**src/core/trd_defines.svh**
```systemverilog
// Constants of the temperature readout I2C target: addresses, fields, resets, timing
`ifndef TRD_DEFINES_SVH
`define TRD_DEFINES_SVH

// ----------------------------------------
// Bus address and register map
// ----------------------------------------
`define TRD_I2C_ADDR      7'h48
`define TRD_REG_TEMP      8'h00
`define TRD_REG_CFG       8'h0C
`define TRD_REG_HOT       8'h0D
`define TRD_REG_COOL      8'h0E
`define TRD_REG_PIN       8'h11
`define TRD_REG_LAST      8'h11

// ----------------------------------------
// Field positions
// ----------------------------------------
`define TRD_CFG_TRIG_BIT  7
`define TRD_CFG_DEPTH_LSB 3
`define TRD_CFG_CLR_BIT   2
`define TRD_CFG_STROBES   8'h84
`define TRD_PIN_BIT       0

// ----------------------------------------
// Reset values
// ----------------------------------------
`define TRD_TEMP_RST      8'h00
`define TRD_CFG_RST       8'h20
`define TRD_HOT_RST       8'h32
`define TRD_COOL_RST      8'h2D
`define TRD_PIN_RST       8'h00

// ----------------------------------------
// Temperature limits and queue lengths
// ----------------------------------------
`define TRD_TEMP_MIN      10'sh3F6
`define TRD_TEMP_MAX      10'sh055
`define TRD_TEMP_MIN_B    8'hF6
`define TRD_TEMP_MAX_B    8'h55
`define TRD_QUE_N0        3'h1
`define TRD_QUE_N1        3'h2
`define TRD_QUE_N2        3'h4
`define TRD_QUE_N3        3'h6

// ----------------------------------------
// Timing
// ----------------------------------------
`define TRD_ACQ_PERIOD_S  60
`define TRD_CLK_HZ        100_000_000

`endif

```
**src/core/trd_pkg.sv**
```systemverilog
// Types of the temperature readout I2C target
package trd_pkg;

	typedef logic [7:0] trd_byte_t;

	typedef enum logic [3:0] {
		ST_IDLE = 4'b0000,
		ST_ADDR = 4'b0001,
		ST_AACK = 4'b0010,
		ST_SUB  = 4'b0011,
		ST_SACK = 4'b0100,
		ST_WR   = 4'b0101,
		ST_WACK = 4'b0110,
		ST_RD   = 4'b0111,
		ST_RACK = 4'b1000
	} trd_state_t;

endpackage

```
**src/core/trd_hot_if.sv**
```systemverilog
// Link between the target and its over-temperature queue
`timescale 1ns/1ns
interface trd_hot_if;
	logic       sample;
	logic       over;
	logic       clear;
	logic [1:0] depth;
	logic       hot;

	modport src (output sample, output over, output clear, output depth, input hot);
	modport dst (input sample, input over, input clear, input depth, output hot);
endinterface

```
**src/core/trd_i2c_target.sv**
```systemverilog
// I2C target with pinned temperature read, acquisition scheduler and hot queue
`timescale 1ns/1ns
`include "trd_defines.svh"
// Summary of operation
// - HOT only after 1/2/4/6 consecutive hot reads
// - Cool acquisition resets the queue counter
// - Writing queue clear resets the counter
// - Acquire every 60 s, store result
// - Pinned mode: reads return temperature register
// - Pinned mode: read pointer does not advance
// - Writes unaffected by pinned mode
// - Rails re-enable without clearing fault flags
// - Works at bus rates up to 400 kbit/s
// - Answers target address 1001 000
// - SDA fall with SCL high starts
// - SDA rise with SCL high stops
// - After write address ack, next byte is subaddress
// - Acknowledge address, subaddress and data bytes
// - Normal mode steps register address per byte
// - Transfer ends at stop or host NACK of a read byte
// - SDA only pulled low, never driven high
// - Temperature is saturated 8-bit two's complement
// - Each result compared to HOT threshold
// - Pinned control at 0x11, resets zero
module trd_i2c_target #(
	parameter longint unsigned ACQ_PERIOD_CYC = 64'(`TRD_ACQ_PERIOD_S) * 64'(`TRD_CLK_HZ)
) (
	// System
	input  wire logic               clk,
	input  wire logic               resetn,
	// I2C pins
	input  wire logic               scl_i,
	input  wire logic               sda_i,
	output logic                    sda_o,
	output logic                    sda_oe,
	// Converter
	output logic                    acq_start,
	input  wire logic               conv_done,
	input  wire logic signed [9:0]  conv_celsius,
	// Status
	output trd_pkg::trd_byte_t      temperature_result,
	output logic                    pinned_read_enable,
	output logic                    hot_alert,
	output logic                    rail_rearm_ok
);
	import trd_pkg::*;

	localparam int TW = $clog2(ACQ_PERIOD_CYC);

	if (ACQ_PERIOD_CYC < 64'd2) begin : g_chk
		$error("acquisition period too short");
	end

	// ----------------------------------------
	// Pin synchronisers and bus conditions
	// ----------------------------------------
	// Index 0 is the first stage, 2 is the previous value of stage 1
	logic [2:0] scl_sh_q;
	logic [2:0] sda_sh_q;

	// 100 MHz sampling leaves many samples per 400 kbit/s bit
	always_ff @(posedge clk or negedge resetn) begin
		if (!resetn) begin
			scl_sh_q <= 3'h7;
			sda_sh_q <= 3'h7;
		end else begin
			scl_sh_q <= {scl_sh_q[1:0], scl_i};
			sda_sh_q <= {sda_sh_q[1:0], sda_i};
		end
	end

	wire scl_hi    = scl_sh_q[1] & scl_sh_q[2];
	wire scl_rise  = scl_sh_q[1] & ~scl_sh_q[2];
	wire scl_fall  = ~scl_sh_q[1] & scl_sh_q[2];
	wire sda_bit   = sda_sh_q[1];
	wire start_det = scl_hi & ~sda_sh_q[1] & sda_sh_q[2];
	wire stop_det  = scl_hi & sda_sh_q[1] & ~sda_sh_q[2];

	// ----------------------------------------
	// Register file
	// ----------------------------------------
	trd_byte_t regs_q [0:17];

	function automatic trd_byte_t reset_val(input logic [4:0] i);
		case (8'(i))
			`TRD_REG_CFG:  reset_val = `TRD_CFG_RST;
			`TRD_REG_HOT:  reset_val = `TRD_HOT_RST;
			`TRD_REG_COOL: reset_val = `TRD_COOL_RST;
			`TRD_REG_PIN:  reset_val = `TRD_PIN_RST;
			default:       reset_val = `TRD_TEMP_RST;
		endcase
	endfunction

	function automatic trd_byte_t saturate(input logic signed [9:0] v);
		if (v < `TRD_TEMP_MIN)
			saturate = `TRD_TEMP_MIN_B;
		else if (v > `TRD_TEMP_MAX)
			saturate = `TRD_TEMP_MAX_B;
		else
			saturate = v[7:0];
	endfunction

	wire pin_on = regs_q[5'(`TRD_REG_PIN)][`TRD_PIN_BIT];

	function automatic trd_byte_t read_reg(input trd_byte_t a);
		if (pin_on)
			read_reg = regs_q[5'(`TRD_REG_TEMP)];
		else if (a <= `TRD_REG_LAST)
			read_reg = regs_q[a[4:0]];
		else
			read_reg = 8'h00;
	endfunction

	// ----------------------------------------
	// Bus engine
	// ----------------------------------------
	trd_state_t state_q;
	logic [3:0] cnt_q;
	trd_byte_t  sr_q;
	trd_byte_t  tx_q;
	trd_byte_t  ptr_q;
	logic       rw_q;
	logic       rack_q;
	logic       oe_q;

	wire        rx_state  = state_q == ST_ADDR || state_q == ST_SUB || state_q == ST_WR;
	wire        byte_end  = scl_fall && cnt_q == 4'h8;
	wire        addr_hit  = sr_q[7:1] == `TRD_I2C_ADDR;
	wire        wr_fire   = state_q == ST_WR && byte_end;
	wire trd_byte_t np    = pin_on ? ptr_q : ptr_q + 8'h01;
	wire trd_byte_t first = read_reg(ptr_q);
	wire trd_byte_t nextb = read_reg(np);

	always_ff @(posedge clk or negedge resetn) begin
		if (!resetn) begin
			state_q <= ST_IDLE;
			cnt_q   <= 4'h0;
			sr_q    <= 8'h00;
			tx_q    <= 8'h00;
			ptr_q   <= 8'h00;
			rw_q    <= 1'b0;
			rack_q  <= 1'b1;
			oe_q    <= 1'b0;
		end else if (start_det) begin
			state_q <= ST_ADDR;
			cnt_q   <= 4'h0;
			oe_q    <= 1'b0;
		end else if (stop_det) begin
			state_q <= ST_IDLE;
			oe_q    <= 1'b0;
		end else begin
			if (scl_rise && rx_state) begin
				sr_q  <= {sr_q[6:0], sda_bit};
				cnt_q <= cnt_q + 4'h1;
			end
			if (scl_rise && state_q == ST_RACK)
				rack_q <= sda_bit;
			if (scl_fall) begin
				case (state_q)
					ST_ADDR: if (cnt_q == 4'h8) begin
						if (addr_hit) begin
							oe_q    <= 1'b1;
							rw_q    <= sr_q[0];
							state_q <= ST_AACK;
						end else begin
							state_q <= ST_IDLE;
						end
					end
					ST_AACK: begin
						cnt_q <= 4'h0;
						if (rw_q) begin
							tx_q    <= {first[6:0], 1'b0};
							oe_q    <= ~first[7];
							cnt_q   <= 4'h1;
							state_q <= ST_RD;
						end else begin
							oe_q    <= 1'b0;
							state_q <= ST_SUB;
						end
					end
					ST_SUB: if (cnt_q == 4'h8) begin
						ptr_q   <= sr_q;
						oe_q    <= 1'b1;
						state_q <= ST_SACK;
					end
					ST_SACK, ST_WACK: begin
						oe_q    <= 1'b0;
						cnt_q   <= 4'h0;
						state_q <= ST_WR;
					end
					ST_WR: if (cnt_q == 4'h8) begin
						ptr_q   <= ptr_q + 8'h01;
						oe_q    <= 1'b1;
						state_q <= ST_WACK;
					end
					ST_RD: begin
						if (cnt_q == 4'h8) begin
							oe_q    <= 1'b0;
							state_q <= ST_RACK;
						end else begin
							oe_q  <= ~tx_q[7];
							tx_q  <= {tx_q[6:0], 1'b0};
							cnt_q <= cnt_q + 4'h1;
						end
					end
					ST_RACK: begin
						if (!rack_q) begin
							ptr_q   <= np;
							tx_q    <= {nextb[6:0], 1'b0};
							oe_q    <= ~nextb[7];
							cnt_q   <= 4'h1;
							state_q <= ST_RD;
						end else begin
							oe_q    <= 1'b0;
							state_q <= ST_IDLE;
						end
					end
					default: oe_q <= 1'b0;
				endcase
			end
		end
	end

	// ----------------------------------------
	// Register writes, strobes and results
	// ----------------------------------------
	// Strobe bits never land in storage, so they read back as zero
	wire trd_byte_t wdata = (ptr_q == `TRD_REG_CFG) ? (sr_q & ~`TRD_CFG_STROBES) : sr_q;
	wire        wr_ok     = wr_fire && ptr_q != `TRD_REG_TEMP && ptr_q <= `TRD_REG_LAST;
	wire        cfg_wr    = wr_fire && ptr_q == `TRD_REG_CFG;
	wire trd_byte_t temp_d = saturate(conv_celsius);

	always_ff @(posedge clk or negedge resetn) begin
		if (!resetn) begin
			for (int i = 0; i <= 17; i++)
				regs_q[i] <= reset_val(5'(i));
		end else begin
			if (wr_ok)
				regs_q[ptr_q[4:0]] <= wdata;
			if (conv_done)
				regs_q[5'(`TRD_REG_TEMP)] <= temp_d;
		end
	end

	// Declared ahead of the scheduler, which reads the queue's answer
	trd_hot_if hq ();

	logic          clr_q;
	logic          trig_q;
	logic          samp_q;
	logic          over_q;
	logic          acq_q;
	logic          hot_q;
	logic          rearm_q;
	logic [TW-1:0] tmr_q;

	wire tmr_end = tmr_q == TW'(ACQ_PERIOD_CYC - 64'd1);
	wire signed [7:0] hot_thr = regs_q[5'(`TRD_REG_HOT)];

	always_ff @(posedge clk or negedge resetn) begin
		if (!resetn) begin
			clr_q   <= 1'b0;
			trig_q  <= 1'b0;
			samp_q  <= 1'b0;
			over_q  <= 1'b0;
			acq_q   <= 1'b0;
			hot_q   <= 1'b0;
			rearm_q <= 1'b0;
			tmr_q   <= '0;
		end else begin
			clr_q   <= cfg_wr && sr_q[`TRD_CFG_CLR_BIT];
			trig_q  <= cfg_wr && sr_q[`TRD_CFG_TRIG_BIT];
			samp_q  <= conv_done;
			over_q  <= $signed(temp_d) > hot_thr;
			tmr_q   <= tmr_end ? '0 : tmr_q + TW'(1);
			acq_q   <= tmr_end || trig_q;
			hot_q   <= hq.hot;
			// Re-enabling rails never waits on fault flags being cleared
			rearm_q <= 1'b1;
		end
	end

	// ----------------------------------------
	// Fault queue
	// ----------------------------------------
	assign hq.sample = samp_q;
	assign hq.over   = over_q;
	assign hq.clear  = clr_q;
	assign hq.depth  = regs_q[5'(`TRD_REG_CFG)][`TRD_CFG_DEPTH_LSB +: 2];

	trd_hot_queue u_queue (
		.clk    (clk),
		.resetn (resetn),
		.hq     (hq.dst)
	);

	// ----------------------------------------
	// Outputs
	// ----------------------------------------
	logic sda_lo_q;

	always_ff @(posedge clk or negedge resetn) begin
		if (!resetn)
			sda_lo_q <= 1'b0;
		else
			sda_lo_q <= 1'b0;
	end

	assign sda_o              = sda_lo_q;
	assign sda_oe             = oe_q;
	assign acq_start          = acq_q;
	assign temperature_result = regs_q[5'(`TRD_REG_TEMP)];
	assign pinned_read_enable = regs_q[5'(`TRD_REG_PIN)][`TRD_PIN_BIT];
	assign hot_alert          = hot_q;
	assign rail_rearm_ok      = rearm_q;
endmodule

```
**src/core/trd_hot_queue.sv**
```systemverilog
// Over-temperature fault queue: counts consecutive hot acquisitions
`timescale 1ns/1ns
`include "trd_defines.svh"
module trd_hot_queue (
	// System
	input wire logic clk,
	input wire logic resetn,
	// Link to the target
	trd_hot_if.dst   hq
);
	import trd_pkg::*;

	// ----------------------------------------
	// Queue counter
	// ----------------------------------------
	function automatic logic [2:0] need(input logic [1:0] d);
		case (d)
			2'b00:   need = `TRD_QUE_N0;
			2'b01:   need = `TRD_QUE_N1;
			2'b10:   need = `TRD_QUE_N2;
			default: need = `TRD_QUE_N3;
		endcase
	endfunction

	logic [2:0] cnt_q;
	logic       hot_q;

	// A sample in the clearing cycle still counts: the clear acts first
	wire  [2:0] base  = hq.clear ? 3'h0 : cnt_q;
	wire  [2:0] inc   = (base == `TRD_QUE_N3) ? base : base + 3'h1;
	wire  [2:0] cnt_d = !hq.sample ? base : (hq.over ? inc : 3'h0);
	wire        hot_d = hq.sample && hq.over && (inc >= need(hq.depth));

	always_ff @(posedge clk or negedge resetn) begin
		if (!resetn) begin
			cnt_q <= 3'h0;
			hot_q <= 1'b0;
		end else begin
			cnt_q <= cnt_d;
			hot_q <= hot_d;
		end
	end

	assign hq.hot = hot_q;
endmodule

```
**config.mk**
```make
export PLATFORM = sky130hd
export DESIGN_NAME = trd_i2c_target
export DESIGN_NICKNAME = d
export VERILOG_FILES = /design/src/core/trd_pkg.sv /design/src/core/trd_hot_if.sv /design/src/core/trd_i2c_target.sv /design/src/core/trd_hot_queue.sv
export VERILOG_INCLUDE_DIRS = /design/src /design/src/core
export SDC_FILE = /design/constraint.sdc
export NUM_CORES = 1
export LEC_CHECK = 0
export ABC_AREA = 1
export BUFFER_PORTS_ARGS = -buffer_cell sky130_fd_sc_hd__buf_2
export CAP_MARGIN = 20
export CORE_MARGIN = 5
export CORE_UTILIZATION = 55
export CTS_BUF_LIST = sky130_fd_sc_hd__clkbuf_4
export DETAILED_ROUTE_END_ITERATION = 12
export PLACE_DENSITY = 0.72
export SETUP_SLACK_MARGIN = 0.1
export SYNTH_ARGS = -nofsm -noshare
export SYNTH_HDL_FRONTEND = slang
export SYNTH_SLANG_ARGS = --single-unit
export TNS_END_PERCENT = 30
```
**constraint.sdc**
```tcl
create_clock -name clk -period 2.9 [get_ports clk]
set_input_delay 0.58 -clock clk [delete_from_list [all_inputs] [get_ports clk]]
set_output_delay 0.58 -clock clk [all_outputs]
set_load 0.005 [all_outputs]
```
==> impl_metrics.env <==
export IMPL_status="completed"
export IMPL_core_area_um2=25000
export IMPL_seqPwrFrac_pct=49.3
export IMPL_synth_edf_count=0
export IMPL_post_route_cell_area_um2=15200
export IMPL_min_period_over_period_pct=86.4
export IMPL_post_place_ws_ns=0.108
export IMPL_cts_tree="built"
export IMPL_cts_resized=0
export IMPL_overflow=0
export IMPL_postCtsSetupBuffers=0
export IMPL_dp_cells=2276
export IMPL_antenna_found_initial=2
export IMPL_slowest_stage="dfrtp_1"
export IMPL_setup_ws_ns=0.395
export IMPL_clockRootBuffer="clkbuf_4"
export IMPL_vias=13700
export IMPL_die_h_um=169
export IMPL_worstPathRequired_ns=3.44
export IMPL_firstDrtPassIters=6
export IMPL_clkSinkCount=228
export IMPL_synth_top_cell_area_share_pct=38.4
export IMPL_synth_cell_area_um2=13900
export IMPL_crit_top_cell="nand3_1"
export IMPL_num_rows=58
export IMPL_avgRoutedWirePerCell_um=18.2
export IMPL_p_switching_mw=1.72
export IMPL_drc_errors=0
export IMPL_worstPathArrival_ns=3.05
export IMPL_fmax_ghz=0.399
export IMPL_ys_async_sr_fraction_pct=100
export IMPL_ys_types=55
export IMPL_cp_cell_sequence="inv_1 -> ha_1 -> nand3_1 -> inv_1 -> nand3_1 -> a311oi_4 -> buf_12 -> nand3_1 -> o21ai_0"
export IMPL_grt_pass1_wl_mm=69.8
export IMPL_grt_pass1_vias=13000
export IMPL_relSlewSlack_pct=41.5
export IMPL_p_clk_share_pct=44.3
export IMPL_synth_flop_cell="dfrtp_1"
export IMPL_p_sw_share_pct=26.0
export IMPL_r2r_cells=9
export IMPL_power_density_nw_per_um2=437
export IMPL_p_leak_nw=7.01
export IMPL_ctsHtreeMaxLevel=3
export IMPL_critPathMaxFanout=17
export IMPL_routed_wl_mm=43.5
export IMPL_drv_cap=0
export IMPL_synthTopCellsByArea="dfrtp_1 38%, nand2_1 19%, o21ai_0 7.7%, nand3_1 6.2%, inv_1 4.9%"
export IMPL_final_setup_viol_count=0
export IMPL_grt_max_degree=81
export IMPL_ant_nets=0
export IMPL_die_area_um2=28500
export IMPL_netlist_instances=1964
export IMPL_tightest_slew_ns=0.877
export IMPL_clk_path_buf_depth=3
export IMPL_dpl_hpwl_mm=30.3
export IMPL_min_path_type="in2reg"
export IMPL_io_buffers=27
export IMPL_vdd_drop_max_uv=338
export IMPL_critPathLaunchType="flip-flop"
export IMPL_final_cells=2393
export IMPL_vias_per_cell=5.73
export IMPL_drive_gt1_share_pct=11.4
export IMPL_p_int_mw=4.91
export IMPL_synth_seq_area_share_pct=41.3
export IMPL_clkTransAtPathRegs_ns=0.05
export IMPL_post_synth_top_count_cell="nand2_1"
export IMPL_track_usage_pct=30.5
export IMPL_rsz0062_at_grt="no"
export IMPL_yosys_area_top_type="dfrtp_1"
export IMPL_cts_hold_fix_buffers=1
export IMPL_end_kind="flip-flop"
export IMPL_first_iter_violations=1608
export IMPL_nets=2051
export IMPL_synth_nets=1999
export IMPL_yosys_top_cells_count="684 x nand2_1, 213 x dfrtp_1, 212 x o21ai_0"
export IMPL_pwr_share_comb_pct=6.5
export IMPL_syn_mean_instance_area_um2=7.06
export IMPL_yosys_warnings=0
export IMPL_holdPathStages=1
export IMPL_clock_latency_ns=0.67
export IMPL_start_util_pct=55.4
export IMPL_p_total_mw=6.64
export IMPL_slew_violations=0
export IMPL_crit_type="reg2reg"
export IMPL_finalHoldViolCount=0
export IMPL_final_min_clock_period_ns=2.51
export IMPL_gp_congestion=0.980
export IMPL_ioPinCount=29
export IMPL_synthToLayoutAreaGrowth_pct=9.52
export IMPL_die_w_um=169
export IMPL_setup_tns_ns=0
export IMPL_ys_ff_latch=228
export IMPL_final_setup_skew_ns=0.0419
export IMPL_cpPeakStageDelay_ns=0.43
export IMPL_cts_buffers=66
export IMPL_place_area_um2=14400
[per-layer routing]
layer  track usage (%)  share of wire (%)
met5                 0                  0
met1              41.4                 42
met2              47.9                 45
met3              6.12                9.1
met4              13.4                4.0
[kinds of logic after synthesis]
kind of cell	Yosys count	synth area share (%)
flops	228	41.3
compound gates	346	13.3
fa+ha+maj	20	1.81
simple gates	1057	32.5
mux	1	0.0722
other cells	2	0.0542
xor+xnor	22	1.39
buf+inv	288	9.61
[placed cells by master, fill, tap and decap left out, types with 26 or more instances in the layout]
cell type	netlist	routed
a21oi_1	62	62
o21ai_1	33	33
dfrtp_1	213	211
inv_1	180	180
nand3_1	173	173
buf_2	13	26
nand2_1	684	682
o21ai_0	212	212
nor2_1	120	120
clkbuf_4	0	99
buf_4	11	51
nand4_1	27	27
[area by class of cell]
class                      count  area, um2
clock inverter                15       60.1
multi-input combinational   1448       6820
tap                          330        413
timing repair buffer          89        728
inverter                     183        688
clock buffer                  99        743
antenna                        1       2.50
fill                        2407       9850
sequential                   228       5730
[worst max-delay path: cells and delay by family, from the launching register on]
kind	cells	cell delay, ns
compound gates	2	0.69
fa+ha+maj	1	0.15
simple gates	3	0.70
flops	1	0.43
buf+inv	3	0.41
[sequential cells by signal, summed over array words and instances (netlist names), 7 cells and up]
register and cells:
hot_thr 8, ptr_q 8, regs_q 125, sr_q 8, temperature_result 8, tmr_q 33
tx_q 7
[power by group through the flow]
stage | registers (mW) | clock network, mW | logic, mW
after global placement | 3.32 | 0 | 0.412
after CTS | 3.27 | 3.01 | 0.431
after detailed placement | 3.33 | 0 | 0.425
after floorplan | 3.31 | 0 | 0.232
after global routing | 3.27 | 3.19 | 0.481
final | 3.27 | 2.94 | 0.429
[worst paths after layout]
kind,slack (ns),to,start
max in group asynchronous,1.57,regs_q[65]$_DFFE_PN0P_,resetn
worst max register to register,0.39,regs_q[55]$_DFFE_PN0P_,cnt_q[0]$_DFFE_PN0P_
min in group asynchronous,0.51,u_queue.cnt_q[0]$_DFF_PN0_,resetn
worst min-delay path,0.05,sda_sh_q[0]$_DFF_PN1_,sda_i
worst max-delay path,0.39,regs_q[55]$_DFFE_PN0P_,cnt_q[0]$_DFFE_PN0P_
worst min register to register,0.35,sda_sh_q[1]$_DFF_PN1_,sda_sh_q[0]$_DFF_PN1_
[per-stage QoR]
step,hold WS [ns],utilization [%]
2_1_floorplan,0.284,-
3_3_place_gp,0.341,57.3
3_5_place_dp,0.347,57.3
4_1_cts,0.00409,60.6
5_1_grt,0.00620,60.6
6_report,0.0453,60.6
Power figures use the tool's default switching activity.
